`config.mk`:
```
export PLATFORM = sky130hd
export DESIGN_NAME = fps_host
export DESIGN_NICKNAME = d
export VERILOG_FILES = /design/src/hw/fps_pkg.sv /design/src/hw/fps_host.sv /design/src/hw/fps_uart_rx.sv /design/src/hw/fps_uart_tx.sv
export SDC_FILE = /design/constraint.sdc
export NUM_CORES = 1
export LEC_CHECK = 0
export ABC_AREA = 1
export BUFFER_PORTS_ARGS = -buffer_cell sky130_fd_sc_hd__buf_2
export CAP_MARGIN = 20
export CORE_ASPECT_RATIO = 2
export CORE_MARGIN = 3
export CORE_UTILIZATION = 40
export CTS_CLUSTER_SIZE = 12
export DETAILED_ROUTE_END_ITERATION = 6
export GPL_ROUTABILITY_DRIVEN = 0
export PLACE_DENSITY = 0.59
export SYNTH_ARGS = -nofsm -noshare
export SYNTH_HDL_FRONTEND = slang
export SYNTH_HIERARCHICAL = 1
export SYNTH_SLANG_ARGS = --single-unit
```
`constraint.sdc`:
```
create_clock -name clock -period 3.75 [get_ports clock]
set_clock_uncertainty 0.15 [all_clocks]
set_input_delay 0 -clock clock [delete_from_list [all_inputs] [get_ports clock]]
set_output_delay 0 -clock clock [all_outputs]
set_load 0.05 [all_outputs]
```
`src/hw/fps_pkg.sv`:
```
// Shared constants, types and timing counts of the flash programming sequencer
`default_nettype none
// Behaviour
// - Host waits at least 120 us after ready before first low byte
// - Host waits at least 10 us between first and second low byte
// - Host waits at least 300 us after second low byte before first command
// - Every entry low pulse equals one 00H byte at 9600 bps, nine bits
// - Host leaves at least 8.0 us between consecutive data frames
// - Program command: at least 8.7 us from status to data frame
// - Verify command: at least 145 us from status to data frame
// - Security set: at least 120 us from status to data frame
// - Host waits at least 595 us after status before a new command
// - Host receiver stays enabled, timeout at least 3 seconds
// - Security data frame carries six bytes in the fixed order
package fps_pkg;
  // ====
  // Clock and timing
  localparam longint unsigned CLK_HZ = 64'd20000000;
  localparam longint unsigned NS_PER_S = 64'd1000000000;
  function automatic longint unsigned cyc_up(input longint unsigned ns);
    return (ns * CLK_HZ + NS_PER_S - 64'd1) / NS_PER_S;
  endfunction
  function automatic longint unsigned cyc_dn(input longint unsigned ns);
    return (ns * CLK_HZ) / NS_PER_S;
  endfunction
  localparam longint unsigned T_PIN_HOLD_NS = 64'd2000000;
  localparam longint unsigned T_R0_MIN_NS = 64'd3000000;
  localparam longint unsigned T_R0_MAX_NS = 64'd100000000;
  localparam longint unsigned T_L0_MIN_NS = 64'd892000;
  localparam longint unsigned T_L0_MAX_NS = 64'd987000;
  localparam longint unsigned T_LOW_NOM_NS = 64'd937500;
  localparam longint unsigned T_01_NS = 64'd120000;
  localparam longint unsigned T_02_NS = 64'd10000;
  localparam longint unsigned T_2C_NS = 64'd300000;
  localparam longint unsigned T_DR_NS = 64'd8000;
  localparam longint unsigned T_FD2_NS = 64'd8700;
  localparam longint unsigned T_FD3_NS = 64'd145000;
  localparam longint unsigned T_FD4_NS = 64'd120000;
  localparam longint unsigned T_COM_NS = 64'd595000;
  localparam longint unsigned T_RX_TMO_NS = 64'd3000000000;
  localparam int unsigned C_PIN_HOLD = 32'(cyc_up(T_PIN_HOLD_NS));
  localparam int unsigned C_R0_MIN = 32'(cyc_up(T_R0_MIN_NS));
  localparam int unsigned C_R0_MAX = 32'(cyc_dn(T_R0_MAX_NS));
  localparam int unsigned C_L0_MIN = 32'(cyc_up(T_L0_MIN_NS));
  localparam int unsigned C_L0_MAX = 32'(cyc_dn(T_L0_MAX_NS));
  localparam int unsigned C_LOW_NOM = 32'(cyc_up(T_LOW_NOM_NS));
  localparam logic [31:0] C_01 = 32'(cyc_up(T_01_NS));
  localparam logic [31:0] C_02 = 32'(cyc_up(T_02_NS));
  localparam int unsigned C_2C = 32'(cyc_up(T_2C_NS));
  localparam logic [31:0] C_DR = 32'(cyc_up(T_DR_NS));
  localparam logic [31:0] C_FD2 = 32'(cyc_up(T_FD2_NS));
  localparam logic [31:0] C_FD3 = 32'(cyc_up(T_FD3_NS));
  localparam logic [31:0] C_FD4 = 32'(cyc_up(T_FD4_NS));
  localparam int unsigned C_COM = 32'(cyc_up(T_COM_NS));
  localparam int unsigned C_RX_TMO = 32'(cyc_up(T_RX_TMO_NS));
  localparam logic [15:0] BAUD_DIV_9600 = 16'(CLK_HZ / 64'd9600);
  // ====
  // Frame bytes
  localparam logic [7:0] B_SOH = 8'h01;
  localparam logic [7:0] B_STX = 8'h02;
  localparam logic [7:0] B_ETX = 8'h03;
  localparam logic [7:0] B_ACK = 8'h06;
  localparam logic [7:0] B_WR_FAIL_A = 8'h1A;
  localparam logic [7:0] B_WR_FAIL_B = 8'h1B;
  localparam logic [7:0] B_WR_FAIL_C = 8'h1C;
  localparam logic [7:0] B_ZERO = 8'h00;
  localparam logic [7:0] CMD_LEN = 8'h03;
  localparam logic [7:0] DATA_LEN = 8'h06;
  localparam logic [3:0] CMD_FRAME_BYTES = 4'h7;
  localparam logic [3:0] DATA_FRAME_BYTES = 4'hA;
  // Arbitrary default, software sets the real code
  localparam logic [7:0] CMD_SEC_CODE = 8'hA0;
  localparam logic [1:0] GAP_SEC = 2'h0;
  localparam logic [1:0] GAP_PROG = 2'h1;
  localparam logic [1:0] GAP_VERIFY = 2'h2;
  // ====
  // Register map
  localparam logic [1:0] REG_CTRL = 2'h0;
  localparam logic [1:0] REG_SEC = 2'h1;
  localparam logic [1:0] REG_CFG = 2'h2;
  localparam logic [1:0] REG_STAT = 2'h3;
  localparam int CTRL_ENTRY_BIT = 0;
  localparam int CTRL_SEC_BIT = 1;
  localparam int CTRL_END_BIT = 2;
  typedef enum logic [4:0] {
    S_IDLE = 5'h00, S_PIN_HOLD = 5'h01, S_WAIT_READY = 5'h02, S_READY_LOW = 5'h03,
    S_GAP1 = 5'h04, S_PULSE1 = 5'h05, S_GAP2 = 5'h06, S_PULSE2 = 5'h07,
    S_GAP3 = 5'h08, S_LINKED = 5'h09, S_CMD_WAIT = 5'h0A, S_SEND_CMD = 5'h0B,
    S_WAIT_ST1 = 5'h0C, S_DATA_WAIT = 5'h0D, S_SEND_DATA = 5'h0E, S_WAIT_ST2 = 5'h0F,
    S_WAIT_ST3 = 5'h10
  } fps_state_t;
  typedef enum logic [3:0] {
    E_NONE = 4'h0, E_READY_EARLY = 4'h1, E_READY_LATE = 4'h2, E_READY_WIDTH = 4'h3,
    E_RX_TIMEOUT = 4'h4, E_CMD_NACK = 4'h5, E_DATA_NACK = 4'h6, E_WRITE_FAIL = 4'h7,
    E_WRITE_NACK = 4'h8
  } fps_err_t;
  typedef struct packed {
    logic [7:0] fswe_low;
    logic [7:0] fsws_low;
    logic [7:0] boot_swap;
    logic [7:0] sec_flag;
  } fps_sec_t;
  typedef struct packed {
    logic [7:0] cmd_code;
    logic [5:0] rsvd;
    logic [1:0] gap_sel;
    logic [15:0] baud_div;
  } fps_cfg_t;
  typedef struct packed {
    logic [7:0] rsvd1;
    logic [7:0] last_status;
    logic [3:0] rsvd0;
    fps_err_t err;
    logic done;
    logic busy;
    logic session;
    fps_state_t state;
  } fps_stat_t;
  localparam fps_sec_t SEC_RESET = 32'h0000_0000;
  localparam fps_cfg_t CFG_RESET = {CMD_SEC_CODE, 6'h00, GAP_SEC, BAUD_DIV_9600};
endpackage
`default_nettype wire

```
`src/hw/fps_host.sv`:
```
// Host sequencer: programming-mode entry and security set over the serial line
//
// The implementer's own choices: the Avalon-MM slave port and the register addresses.
`default_nettype none
module fps_host #(
  parameter int unsigned PIN_HOLD_CYC = fps_pkg::C_PIN_HOLD,
  parameter int unsigned R0_MIN_CYC = fps_pkg::C_R0_MIN,
  parameter int unsigned R0_MAX_CYC = fps_pkg::C_R0_MAX,
  parameter int unsigned L0_MIN_CYC = fps_pkg::C_L0_MIN,
  parameter int unsigned L0_MAX_CYC = fps_pkg::C_L0_MAX,
  parameter int unsigned LOW_NOM_CYC = fps_pkg::C_LOW_NOM,
  parameter int unsigned T2C_CYC = fps_pkg::C_2C,
  parameter int unsigned COM_CYC = fps_pkg::C_COM,
  parameter int unsigned RX_TMO_CYC = fps_pkg::C_RX_TMO
) (
  // Clock and reset
  input wire logic clock,
  input wire logic rst_n,
  // Avalon-MM slave
  input wire logic [3:0] avs_address,
  input wire logic avs_read,
  input wire logic avs_write,
  input wire logic [3:0] avs_byteenable,
  input wire logic [31:0] avs_writedata,
  output logic [31:0] avs_readdata,
  output logic avs_waitrequest,
  // Device pins
  output logic flash_mode_select_pin,
  output logic dev_reset_n,
  output logic txd,
  input wire logic rxd
);
  import fps_pkg::*;

  fps_state_t state_q;
  fps_err_t err_q;
  fps_sec_t sec_q;
  fps_cfg_t cfg_q;
  fps_stat_t stat;
  logic [31:0] cnt_q;
  logic [31:0] gap_q;
  logic [31:0] data_gap;
  logic [31:0] be_mask;
  logic [31:0] rd_mux;
  logic go_entry_q;
  logic go_sec_q;
  logic go_end_q;
  logic session_q;
  logic done_q;
  logic first_cmd_q;
  logic force_low_q;
  logic rxd_s1_q;
  logic rxd_s2_q;
  logic tx_start_q;
  logic [7:0] tx_data_q;
  logic [3:0] tx_idx_q;
  logic [3:0] tx_len;
  logic [7:0] frame_byte;
  logic [7:0] cmd_sum;
  logic [7:0] data_sum;
  logic tx_busy;
  logic tx_line;
  logic rx_valid;
  logic [7:0] rx_data;
  logic [8:0] rx_idx_q;
  logic [7:0] rx_len_q;
  logic [7:0] rx_st_q;
  logic rx_frame_q;
  logic busy;

  // ====
  // Line input synchroniser
  always_ff @(posedge clock) begin
    if (!rst_n) begin
      rxd_s1_q <= 1'b1;
      rxd_s2_q <= 1'b1;
    end else begin
      rxd_s1_q <= rxd;
      rxd_s2_q <= rxd_s1_q;
    end
  end

  // ====
  // Byte engines
  fps_uart_tx u_tx (
    .clock(clock),
    .rst_n(rst_n),
    .baud_div(cfg_q.baud_div),
    .start(tx_start_q),
    .data(tx_data_q),
    .busy(tx_busy),
    .line(tx_line)
  );

  // Receiver never gated, so a status or data frame is never missed
  fps_uart_rx u_rx (
    .clock(clock),
    .rst_n(rst_n),
    .baud_div(cfg_q.baud_div),
    .line(rxd_s2_q),
    .valid(rx_valid),
    .data(rx_data)
  );

  // ====
  // Frame contents
  assign cmd_sum = B_ZERO - (CMD_LEN + cfg_q.cmd_code);
  assign data_sum = B_ZERO - (DATA_LEN + sec_q.sec_flag + sec_q.boot_swap
                    + sec_q.fsws_low + sec_q.fswe_low);
  assign tx_len = (state_q == S_SEND_CMD) ? CMD_FRAME_BYTES : DATA_FRAME_BYTES;

  always_comb begin
    frame_byte = B_ZERO;
    if (state_q == S_SEND_CMD) begin
      case (tx_idx_q)
        4'h0: frame_byte = B_SOH;
        4'h1: frame_byte = CMD_LEN;
        4'h2: frame_byte = cfg_q.cmd_code;
        4'h3: frame_byte = B_ZERO;
        4'h4: frame_byte = B_ZERO;
        4'h5: frame_byte = cmd_sum;
        4'h6: frame_byte = B_ETX;
        default: frame_byte = B_ZERO;
      endcase
    end else begin
      case (tx_idx_q)
        4'h0: frame_byte = B_STX;
        4'h1: frame_byte = DATA_LEN;
        4'h2: frame_byte = sec_q.sec_flag;
        4'h3: frame_byte = sec_q.boot_swap;
        4'h4: frame_byte = B_ZERO;
        4'h5: frame_byte = sec_q.fsws_low;
        4'h6: frame_byte = B_ZERO;
        4'h7: frame_byte = sec_q.fswe_low;
        4'h8: frame_byte = data_sum;
        4'h9: frame_byte = B_ETX;
        default: frame_byte = B_ZERO;
      endcase
    end
  end

  // Gap from status frame to data frame, never below the frame-to-frame gap
  always_comb begin
    case (cfg_q.gap_sel)
      GAP_PROG: data_gap = C_FD2;
      GAP_VERIFY: data_gap = C_FD3;
      default: data_gap = C_FD4;
    endcase
    if (data_gap < C_DR) begin
      data_gap = C_DR;
    end
  end

  // ====
  // Status frame parser: STX, length, payload, checksum, ETX
  always_ff @(posedge clock) begin
    if (!rst_n) begin
      rx_idx_q <= 9'h000;
      rx_len_q <= 8'h00;
      rx_st_q <= 8'h00;
      rx_frame_q <= 1'b0;
    end else begin
      rx_frame_q <= 1'b0;
      if (rx_valid) begin
        if (rx_idx_q == 9'h000) begin
          if (rx_data == B_STX) begin
            rx_idx_q <= 9'h001;
          end
        end else begin
          rx_idx_q <= rx_idx_q + 9'h001;
          if (rx_idx_q == 9'h001) begin
            rx_len_q <= rx_data;
          end
          if (rx_idx_q == 9'h002) begin
            rx_st_q <= rx_data;
          end
          if (rx_idx_q > 9'h001 && rx_idx_q == {1'b0, rx_len_q} + 9'h003) begin
            rx_idx_q <= 9'h000;
            rx_frame_q <= 1'b1;
          end
        end
      end
    end
  end

  // Cycles since the last complete frame from the device, saturating
  always_ff @(posedge clock) begin
    if (!rst_n) begin
      gap_q <= 32'h0000_0000;
    end else if (rx_frame_q) begin
      gap_q <= 32'h0000_0000;
    end else if (gap_q != 32'hFFFF_FFFF) begin
      gap_q <= gap_q + 32'h0000_0001;
    end
  end

  // ====
  // Sequencer
  always_ff @(posedge clock) begin
    if (!rst_n) begin
      state_q <= S_IDLE;
      err_q <= E_NONE;
      cnt_q <= 32'h0000_0000;
      session_q <= 1'b0;
      done_q <= 1'b0;
      first_cmd_q <= 1'b0;
      force_low_q <= 1'b0;
      flash_mode_select_pin <= 1'b0;
      dev_reset_n <= 1'b0;
      txd <= 1'b1;
      tx_start_q <= 1'b0;
      tx_data_q <= 8'h00;
      tx_idx_q <= 4'h0;
    end else begin
      txd <= tx_line & !force_low_q;
      tx_start_q <= 1'b0;
      cnt_q <= cnt_q + 32'h0000_0001;
      if (go_end_q) begin
        state_q <= S_IDLE;
        session_q <= 1'b0;
        force_low_q <= 1'b0;
        flash_mode_select_pin <= 1'b0;
        dev_reset_n <= 1'b0;
      end else begin
        case (state_q)
          S_IDLE: begin
            cnt_q <= 32'h0000_0000;
            if (go_entry_q) begin
              flash_mode_select_pin <= 1'b1;
              dev_reset_n <= 1'b0;
              err_q <= E_NONE;
              done_q <= 1'b0;
              state_q <= S_PIN_HOLD;
            end
          end
          S_PIN_HOLD: begin
            if (cnt_q >= PIN_HOLD_CYC - 1) begin
              dev_reset_n <= 1'b1;
              cnt_q <= 32'h0000_0000;
              state_q <= S_WAIT_READY;
            end
          end
          S_WAIT_READY: begin
            if (!rxd_s2_q) begin
              cnt_q <= 32'h0000_0000;
              state_q <= S_READY_LOW;
              if (cnt_q < R0_MIN_CYC) begin
                err_q <= E_READY_EARLY;
                flash_mode_select_pin <= 1'b0;
                dev_reset_n <= 1'b0;
                state_q <= S_IDLE;
              end
            end else if (cnt_q >= R0_MAX_CYC) begin
              err_q <= E_READY_LATE;
              flash_mode_select_pin <= 1'b0;
              dev_reset_n <= 1'b0;
              state_q <= S_IDLE;
            end
          end
          S_READY_LOW: begin
            if (rxd_s2_q && cnt_q >= L0_MIN_CYC) begin
              cnt_q <= 32'h0000_0000;
              state_q <= S_GAP1;
            end else if (rxd_s2_q || cnt_q > L0_MAX_CYC) begin
              err_q <= E_READY_WIDTH;
              flash_mode_select_pin <= 1'b0;
              dev_reset_n <= 1'b0;
              state_q <= S_IDLE;
            end
          end
          S_GAP1: begin
            if (cnt_q >= C_01 - 32'h0000_0001) begin
              force_low_q <= 1'b1;
              cnt_q <= 32'h0000_0000;
              state_q <= S_PULSE1;
            end
          end
          S_PULSE1, S_PULSE2: begin
            if (cnt_q >= LOW_NOM_CYC - 1) begin
              force_low_q <= 1'b0;
              cnt_q <= 32'h0000_0000;
              state_q <= (state_q == S_PULSE1) ? S_GAP2 : S_GAP3;
            end
          end
          S_GAP2: begin
            if (cnt_q >= C_02 - 32'h0000_0001) begin
              force_low_q <= 1'b1;
              cnt_q <= 32'h0000_0000;
              state_q <= S_PULSE2;
            end
          end
          S_GAP3: begin
            if (cnt_q >= T2C_CYC - 1) begin
              session_q <= 1'b1;
              first_cmd_q <= 1'b1;
              state_q <= S_LINKED;
            end
          end
          S_LINKED: begin
            if (go_sec_q) begin
              err_q <= E_NONE;
              done_q <= 1'b0;
              state_q <= S_CMD_WAIT;
            end
          end
          S_CMD_WAIT: begin
            if (first_cmd_q || gap_q >= COM_CYC) begin
              first_cmd_q <= 1'b0;
              tx_idx_q <= 4'h0;
              state_q <= S_SEND_CMD;
            end
          end
          S_DATA_WAIT: begin
            if (gap_q >= data_gap) begin
              tx_idx_q <= 4'h0;
              state_q <= S_SEND_DATA;
            end
          end
          S_SEND_CMD, S_SEND_DATA: begin
            cnt_q <= 32'h0000_0000;
            if (!tx_busy && !tx_start_q) begin
              if (tx_idx_q == tx_len) begin
                state_q <= (state_q == S_SEND_CMD) ? S_WAIT_ST1 : S_WAIT_ST2;
              end else begin
                tx_data_q <= frame_byte;
                tx_start_q <= 1'b1;
                tx_idx_q <= tx_idx_q + 4'h1;
              end
            end
          end
          S_WAIT_ST1, S_WAIT_ST2, S_WAIT_ST3: begin
            if (rx_frame_q) begin
              cnt_q <= 32'h0000_0000;
              state_q <= S_LINKED;
              if (rx_st_q == B_ACK) begin
                if (state_q == S_WAIT_ST1) begin
                  state_q <= S_DATA_WAIT;
                end else if (state_q == S_WAIT_ST2) begin
                  state_q <= S_WAIT_ST3;
                end else begin
                  done_q <= 1'b1;
                end
              end else if (state_q == S_WAIT_ST1) begin
                err_q <= E_CMD_NACK;
              end else if (rx_st_q == B_WR_FAIL_A || rx_st_q == B_WR_FAIL_B
                           || rx_st_q == B_WR_FAIL_C) begin
                err_q <= E_WRITE_FAIL;
              end else begin
                err_q <= (state_q == S_WAIT_ST2) ? E_DATA_NACK : E_WRITE_NACK;
              end
            end else if (cnt_q >= RX_TMO_CYC - 1) begin
              err_q <= E_RX_TIMEOUT;
              state_q <= S_LINKED;
            end
          end
          default: begin
            state_q <= S_IDLE;
          end
        endcase
      end
    end
  end

  // ====
  // Register slave, one wait cycle per access
  assign busy = (state_q != S_IDLE) && (state_q != S_LINKED);
  assign be_mask = {{8{avs_byteenable[3]}}, {8{avs_byteenable[2]}},
                    {8{avs_byteenable[1]}}, {8{avs_byteenable[0]}}};

  always_comb begin
    stat = '0;
    stat.last_status = rx_st_q;
    stat.err = err_q;
    stat.done = done_q;
    stat.busy = busy;
    stat.session = session_q;
    stat.state = state_q;
    case (avs_address[3:2])
      REG_SEC: rd_mux = sec_q;
      REG_CFG: rd_mux = cfg_q;
      REG_STAT: rd_mux = stat;
      default: rd_mux = 32'h0000_0000;
    endcase
  end

  always_ff @(posedge clock) begin
    if (!rst_n) begin
      avs_waitrequest <= 1'b1;
      avs_readdata <= 32'h0000_0000;
      sec_q <= SEC_RESET;
      cfg_q <= CFG_RESET;
      go_entry_q <= 1'b0;
      go_sec_q <= 1'b0;
      go_end_q <= 1'b0;
    end else begin
      go_entry_q <= 1'b0;
      go_sec_q <= 1'b0;
      go_end_q <= 1'b0;
      avs_waitrequest <= 1'b1;
      // Waitrequest rises again after each answer, so a request held past its answer is taken again two cycles after the first
      if ((avs_read || avs_write) && avs_waitrequest) begin
        avs_waitrequest <= 1'b0;
        avs_readdata <= avs_read ? rd_mux : 32'h0000_0000;
        if (avs_write) begin
          case (avs_address[3:2])
            REG_CTRL: begin
              go_entry_q <= avs_byteenable[0] && avs_writedata[CTRL_ENTRY_BIT];
              go_sec_q <= avs_byteenable[0] && avs_writedata[CTRL_SEC_BIT];
              go_end_q <= avs_byteenable[0] && avs_writedata[CTRL_END_BIT];
            end
            REG_SEC: sec_q <= fps_sec_t'((sec_q & ~be_mask) | (avs_writedata & be_mask));
            REG_CFG: cfg_q <= fps_cfg_t'((cfg_q & ~be_mask) | (avs_writedata & be_mask));
            default: begin
            end
          endcase
        end
      end
    end
  end
endmodule // fps_host
`default_nettype wire

```
`src/hw/fps_uart_rx.sv`:
```
// Byte receiver for the serial programming line, samples at mid bit
`default_nettype none
module fps_uart_rx (
  // Clock and reset
  input wire logic clock,
  input wire logic rst_n,
  // Line, already synchronised
  input wire logic [15:0] baud_div,
  input wire logic line,
  // Received byte
  output logic valid,
  output logic [7:0] data
);
  logic active_q;
  logic [15:0] baud_q;
  logic [3:0] bit_q;
  logic [7:0] shift_q;
  // ====
  // Sampler
  always_ff @(posedge clock) begin
    if (!rst_n) begin
      active_q <= 1'b0;
      baud_q <= 16'h0000;
      bit_q <= 4'h0;
      shift_q <= 8'h00;
      valid <= 1'b0;
      data <= 8'h00;
    end else begin
      valid <= 1'b0;
      if (!active_q) begin
        if (!line) begin
          active_q <= 1'b1;
          baud_q <= {1'b0, baud_div[15:1]};
          bit_q <= 4'h0;
        end
      end else if (baud_q != 16'h0000) begin
        baud_q <= baud_q - 16'h0001;
      end else begin
        baud_q <= baud_div - 16'h0001;
        if (bit_q == 4'h0) begin
          // A glitch shorter than half a bit is no start bit
          active_q <= !line;
          bit_q <= 4'h1;
        end else if (bit_q <= 4'h8) begin
          shift_q <= {line, shift_q[7:1]};
          bit_q <= bit_q + 4'h1;
        end else begin
          active_q <= 1'b0;
          valid <= line;
          data <= shift_q;
        end
      end
    end
  end
endmodule // fps_uart_rx
`default_nettype wire

```
`src/hw/fps_uart_tx.sv`:
```
// Byte transmitter for the serial programming line, 8N1, idle high
`default_nettype none
module fps_uart_tx (
  // Clock and reset
  input wire logic clock,
  input wire logic rst_n,
  // Byte request
  input wire logic [15:0] baud_div,
  input wire logic start,
  input wire logic [7:0] data,
  output logic busy,
  // Line
  output logic line
);
  logic [15:0] baud_q;
  logic [3:0] bit_q;
  logic [8:0] shift_q;
  // ====
  // Shifter
  always_ff @(posedge clock) begin
    if (!rst_n) begin
      baud_q <= 16'h0000;
      bit_q <= 4'h0;
      shift_q <= 9'h1FF;
      busy <= 1'b0;
      line <= 1'b1;
    end else if (!busy) begin
      if (start) begin
        line <= 1'b0;
        shift_q <= {1'b1, data};
        bit_q <= 4'h9;
        baud_q <= baud_div - 16'h0001;
        busy <= 1'b1;
      end
    end else if (baud_q != 16'h0000) begin
      baud_q <= baud_q - 16'h0001;
    end else if (bit_q == 4'h0) begin
      busy <= 1'b0;
    end else begin
      line <= shift_q[0];
      shift_q <= {1'b1, shift_q[8:1]};
      bit_q <= bit_q - 4'h1;
      baud_q <= baud_div - 16'h0001;
    end
  end
endmodule // fps_uart_tx
`default_nettype wire

```
==> flow_metrics.env <==
export IMPL_status="complete, no violations"
export IMPL_worstPathMaxFanout=25
export IMPL_synth_edff_count=0
export IMPL_ys_seq_area_share_pct=32.74
export IMPL_synth_seq_cells=289
export IMPL_ys_flop_type="dfxtp_1"
export IMPL_path_cells="dlygate4sd3_1 -> buf_2 -> inv_1 -> nor2_2 -> inv_2 -> nor3_1 -> buf_4 -> nand2_1 -> inv_1 -> a21oi_1 -> dlygate4sd3_1 -> o21ai_0 -> dlygate4sd3_1"
export IMPL_nNetsFinal=2927
export IMPL_power_uw=7986
export IMPL_avgSynthCellArea_um2=6.552
export IMPL_grt_pass1_wl_um=92230
export IMPL_internal_power_uw=5312
export IMPL_hold_viol_final=0
export IMPL_path_delay_family="buffers and inverters"
export IMPL_cts_resized=0
export IMPL_vias=18210
export IMPL_insertion_delay_ns=0.56
export IMPL_worst_setup_path_end_kind="register"
export IMPL_antenna_found_initial=2
export IMPL_routedWlPerCell_um=17.44
export IMPL_clk_path_buf_depth=3
export IMPL_p_switching_uw=2674
export IMPL_start_kind="input port"
export IMPL_relSlewSlack_pct=41.01
export IMPL_p_clk_share_pct=34.8
export IMPL_dpl_hpwl_um=45240
export IMPL_slowest_delay_ns=0.60
export IMPL_fin_crit_sh_pct=96.26
export IMPL_grt_usage_pct=24.47
export IMPL_cts_max_level=1
export IMPL_power_density_mw_per_mm2=397.3
export IMPL_switching_share_pct=33.48
export IMPL_power_frac_comb_pct=24.3
export IMPL_crit_buf_inv=8
export IMPL_root_buffer="clkbuf_16"
export IMPL_ir_worst_vdd_v=0.0002416
export IMPL_multi_input_area_mm2=0.01001
export IMPL_slowest_stage="dlygate4sd3_1"
export IMPL_clk_pin_slew_ns=0.06
export IMPL_cp_data_required_time_ns=4.10
export IMPL_register_area_mm2=0.005786
export IMPL_drc=0
export IMPL_synthArstFlopShare_pct=0
export IMPL_area_growth_pct=13.75
export IMPL_overflow=0
export IMPL_clkSinkCount=289
export IMPL_start_util_pct=40.61
export IMPL_syn_nets=2803
export IMPL_die_w_um=154.6
export IMPL_stdcell_count=3385
export IMPL_synth_distinct_cells=62
export IMPL_pwr_share_seq_pct=40.9
export IMPL_row_count=108
export IMPL_leakage_uw=0.008846
export IMPL_min_period_ns=3.610
export IMPL_drt_iter0_drc=1286
export IMPL_synth_area_mm2=0.01767
export IMPL_first_pass_iters=6
export IMPL_die_h_um=303.2
export IMPL_finalMaxSlewViolations=0
export IMPL_port_buffers=78
export IMPL_fin_setup_tns_ns=0
export IMPL_io_pins=81
export IMPL_via_per_inst=5.379
export IMPL_ant_nets=0
export IMPL_clock_fmax_mhz=277.0
export IMPL_finalSetupViolations=0
export IMPL_grt_pass1_vias=17890
export IMPL_postSynthCellCount=2697
export IMPL_cap_violations=0
export IMPL_die_area_mm2=0.04688
export IMPL_crit_path_frequent_cell="dlygate4sd3_1"
export IMPL_hp_class="input port to register"
export IMPL_dp_cells=3264
export IMPL_cts_tree="done"
export IMPL_rsz0062_at_grt="no"
export IMPL_drive_above_1_share_pct=7.939
export IMPL_fill_cells=4528
export IMPL_worstSetupPathType="input port to register"
export IMPL_cp_arrival_ns=3.96
export IMPL_wl_um=59030
export IMPL_cts_buffers=29
export IMPL_grt_max_degree=124
export IMPL_worst_pin_slew_ns=0.8848
export IMPL_yosysWarnings=6
export IMPL_core_mm2=0.04351
routing by layer:
layer	track usage [%]	vias to the layer above	routed length, um
met3	2.405	212	3000
met1	24.54	8372	20500
li1	-	8964	-
met5	0	-	7
met2	47.29	657	31220
met4	15.70	2	4300
worst register-to-register path, cell delays in order (launching register included):
cell and delay [ns]:
dfxtp_1 0.32, ha_1 0.31, fa_1 0.51, fa_1 0.52, inv_1 0.04, ha_1 0.21
fa_1 0.39, or2_2 0.30, nand3_1 0.08, o2111ai_1 0.09, o21ai_0 0.19, o21ai_0 0.11
nor2_1 0.12, nor2_1 0.05
through the flow:
stage / area (um2) / utilization, % / hold WS [ns] / worst slack (ns)
2_1_floorplan: 17670 / - / -0.06840 / 0.5299
3_3_place_gp: 18470 / 42.46 / 0.08071 / 0.3466
3_5_place_dp: 18470 / 42.46 / 0.07262 / 0.2959
4_1_cts: 20100 / 46.19 / 0.02893 / 0.2654
5_1_grt: 20100 / 46.19 / 0.05071 / 0.04092
6_report: 20100 / 46.19 / 0.04431 / 0.1403
layout make-up:
class                      count  area share [%]
inverter                     392           7.371
timing repair buffer         168           6.325
multi-input combinational   1941           49.79
tap                          550           3.424
clock buffer                  44           4.289
sequential                   289           28.78
antenna                        1         0.01245
logic make-up after synthesis:
group / synth area share, %
buf+inv: 10.68
simple gates: 34.12
flops: 32.74
compound gates: 14.28
fa+ha+maj: 4.914
xor+xnor: 3.271
timing repair:
item,in CTS,in global routing
hold buffers,76,0
hold endpoints to repair,157,0
setup buffers,0,0
worst paths after layout:
check / start / endpoint / slack (ns) / depth (start not counted)
setup / recovery: avs_address[3] / register / 0.14 / 13
hold reg to reg: rxd_s1_q$_SDFF_PN1_ / rxd_s2_q$_SDFF_PN1_ / 0.27 / 1
setup reg to reg: register / tx_data_q[4]$_SDFFE_PN0P_ / 0.25 / 13
hold / removal: rxd / rxd_s1_q$_SDFF_PN1_ / 0.04 / 3
cell usage in the layout (no fill, tap or decap), types with 11 or more instances in the layout:
cell type	synthesis	final
nand2_1	649	649
inv_1	374	374
nor2_1	322	322
dfxtp_1	289	289
a21oi_1	190	190
nand3_1	182	182
o21ai_0	168	168
buf_2	12	77
dlygate4sd3_1	0	76
nand4_1	50	50
nor3_1	50	50
ha_1	47	47
xor2_1	44	44
o22ai_1	30	30
clkbuf_16	0	29
xnor2_1	22	22
nor2_2	16	16
fa_1	14	14
buf_4	3	14
nor2_4	13	13
o21ai_1	12	11
nor4_1	11	11
o221ai_1	11	11
cell usage after synthesis, types with 6 or more instances:
library cell / instances / area [um2]
nand2_1: 649 / 2436
inv_1: 374 / 1404
nor2_1: 322 / 1209
dfxtp_1: 289 / 5786
a21oi_1: 190 / 950.9
nand3_1: 182 / 910.9
o21ai_0: 168 / 840.8
nand4_1: 50 / 312.8
nor3_1: 50 / 250.2
ha_1: 47 / 588.1
clkbuf_1: 46 / 172.7
xor2_1: 44 / 385.4
o22ai_1: 30 / 187.7
xnor2_1: 22 / 192.7
nor2_2: 16 / 100.1
fa_1: 14 / 280.3
nor2_4: 13 / 146.4
buf_2: 12 / 60.06
o21ai_1: 12 / 60.06
nor4_1: 11 / 68.82
o221ai_1: 11 / 96.34
buf_6: 10 / 112.6
a211oi_1: 9 / 67.56
a31oi_1: 9 / 56.30
nand3_2: 9 / 90.09
nand3b_1: 9 / 67.56
inv_2: 8 / 30.03
nand2_2: 8 / 50.05
o211ai_1: 8 / 60.06
clkinv_1: 7 / 26.28
a21oi_2: 6 / 52.55
or2_2: 6 / 37.54
power by group through the flow:
| stage | Combinational (uW) | Clock, uW | Sequential (uW) |
|---|---|---|---|
| floorplan | 1400 | 0 | 3350 |
| global placement | 1850 | 0 | 3330 |
| detailed placement | 1870 | 0 | 3330 |
| CTS | 1930 | 2850 | 3260 |
| global route | 2160 | 2930 | 3280 |
| finish | 1940 | 2780 | 3270 |
(Power assumes the default switching activity.)
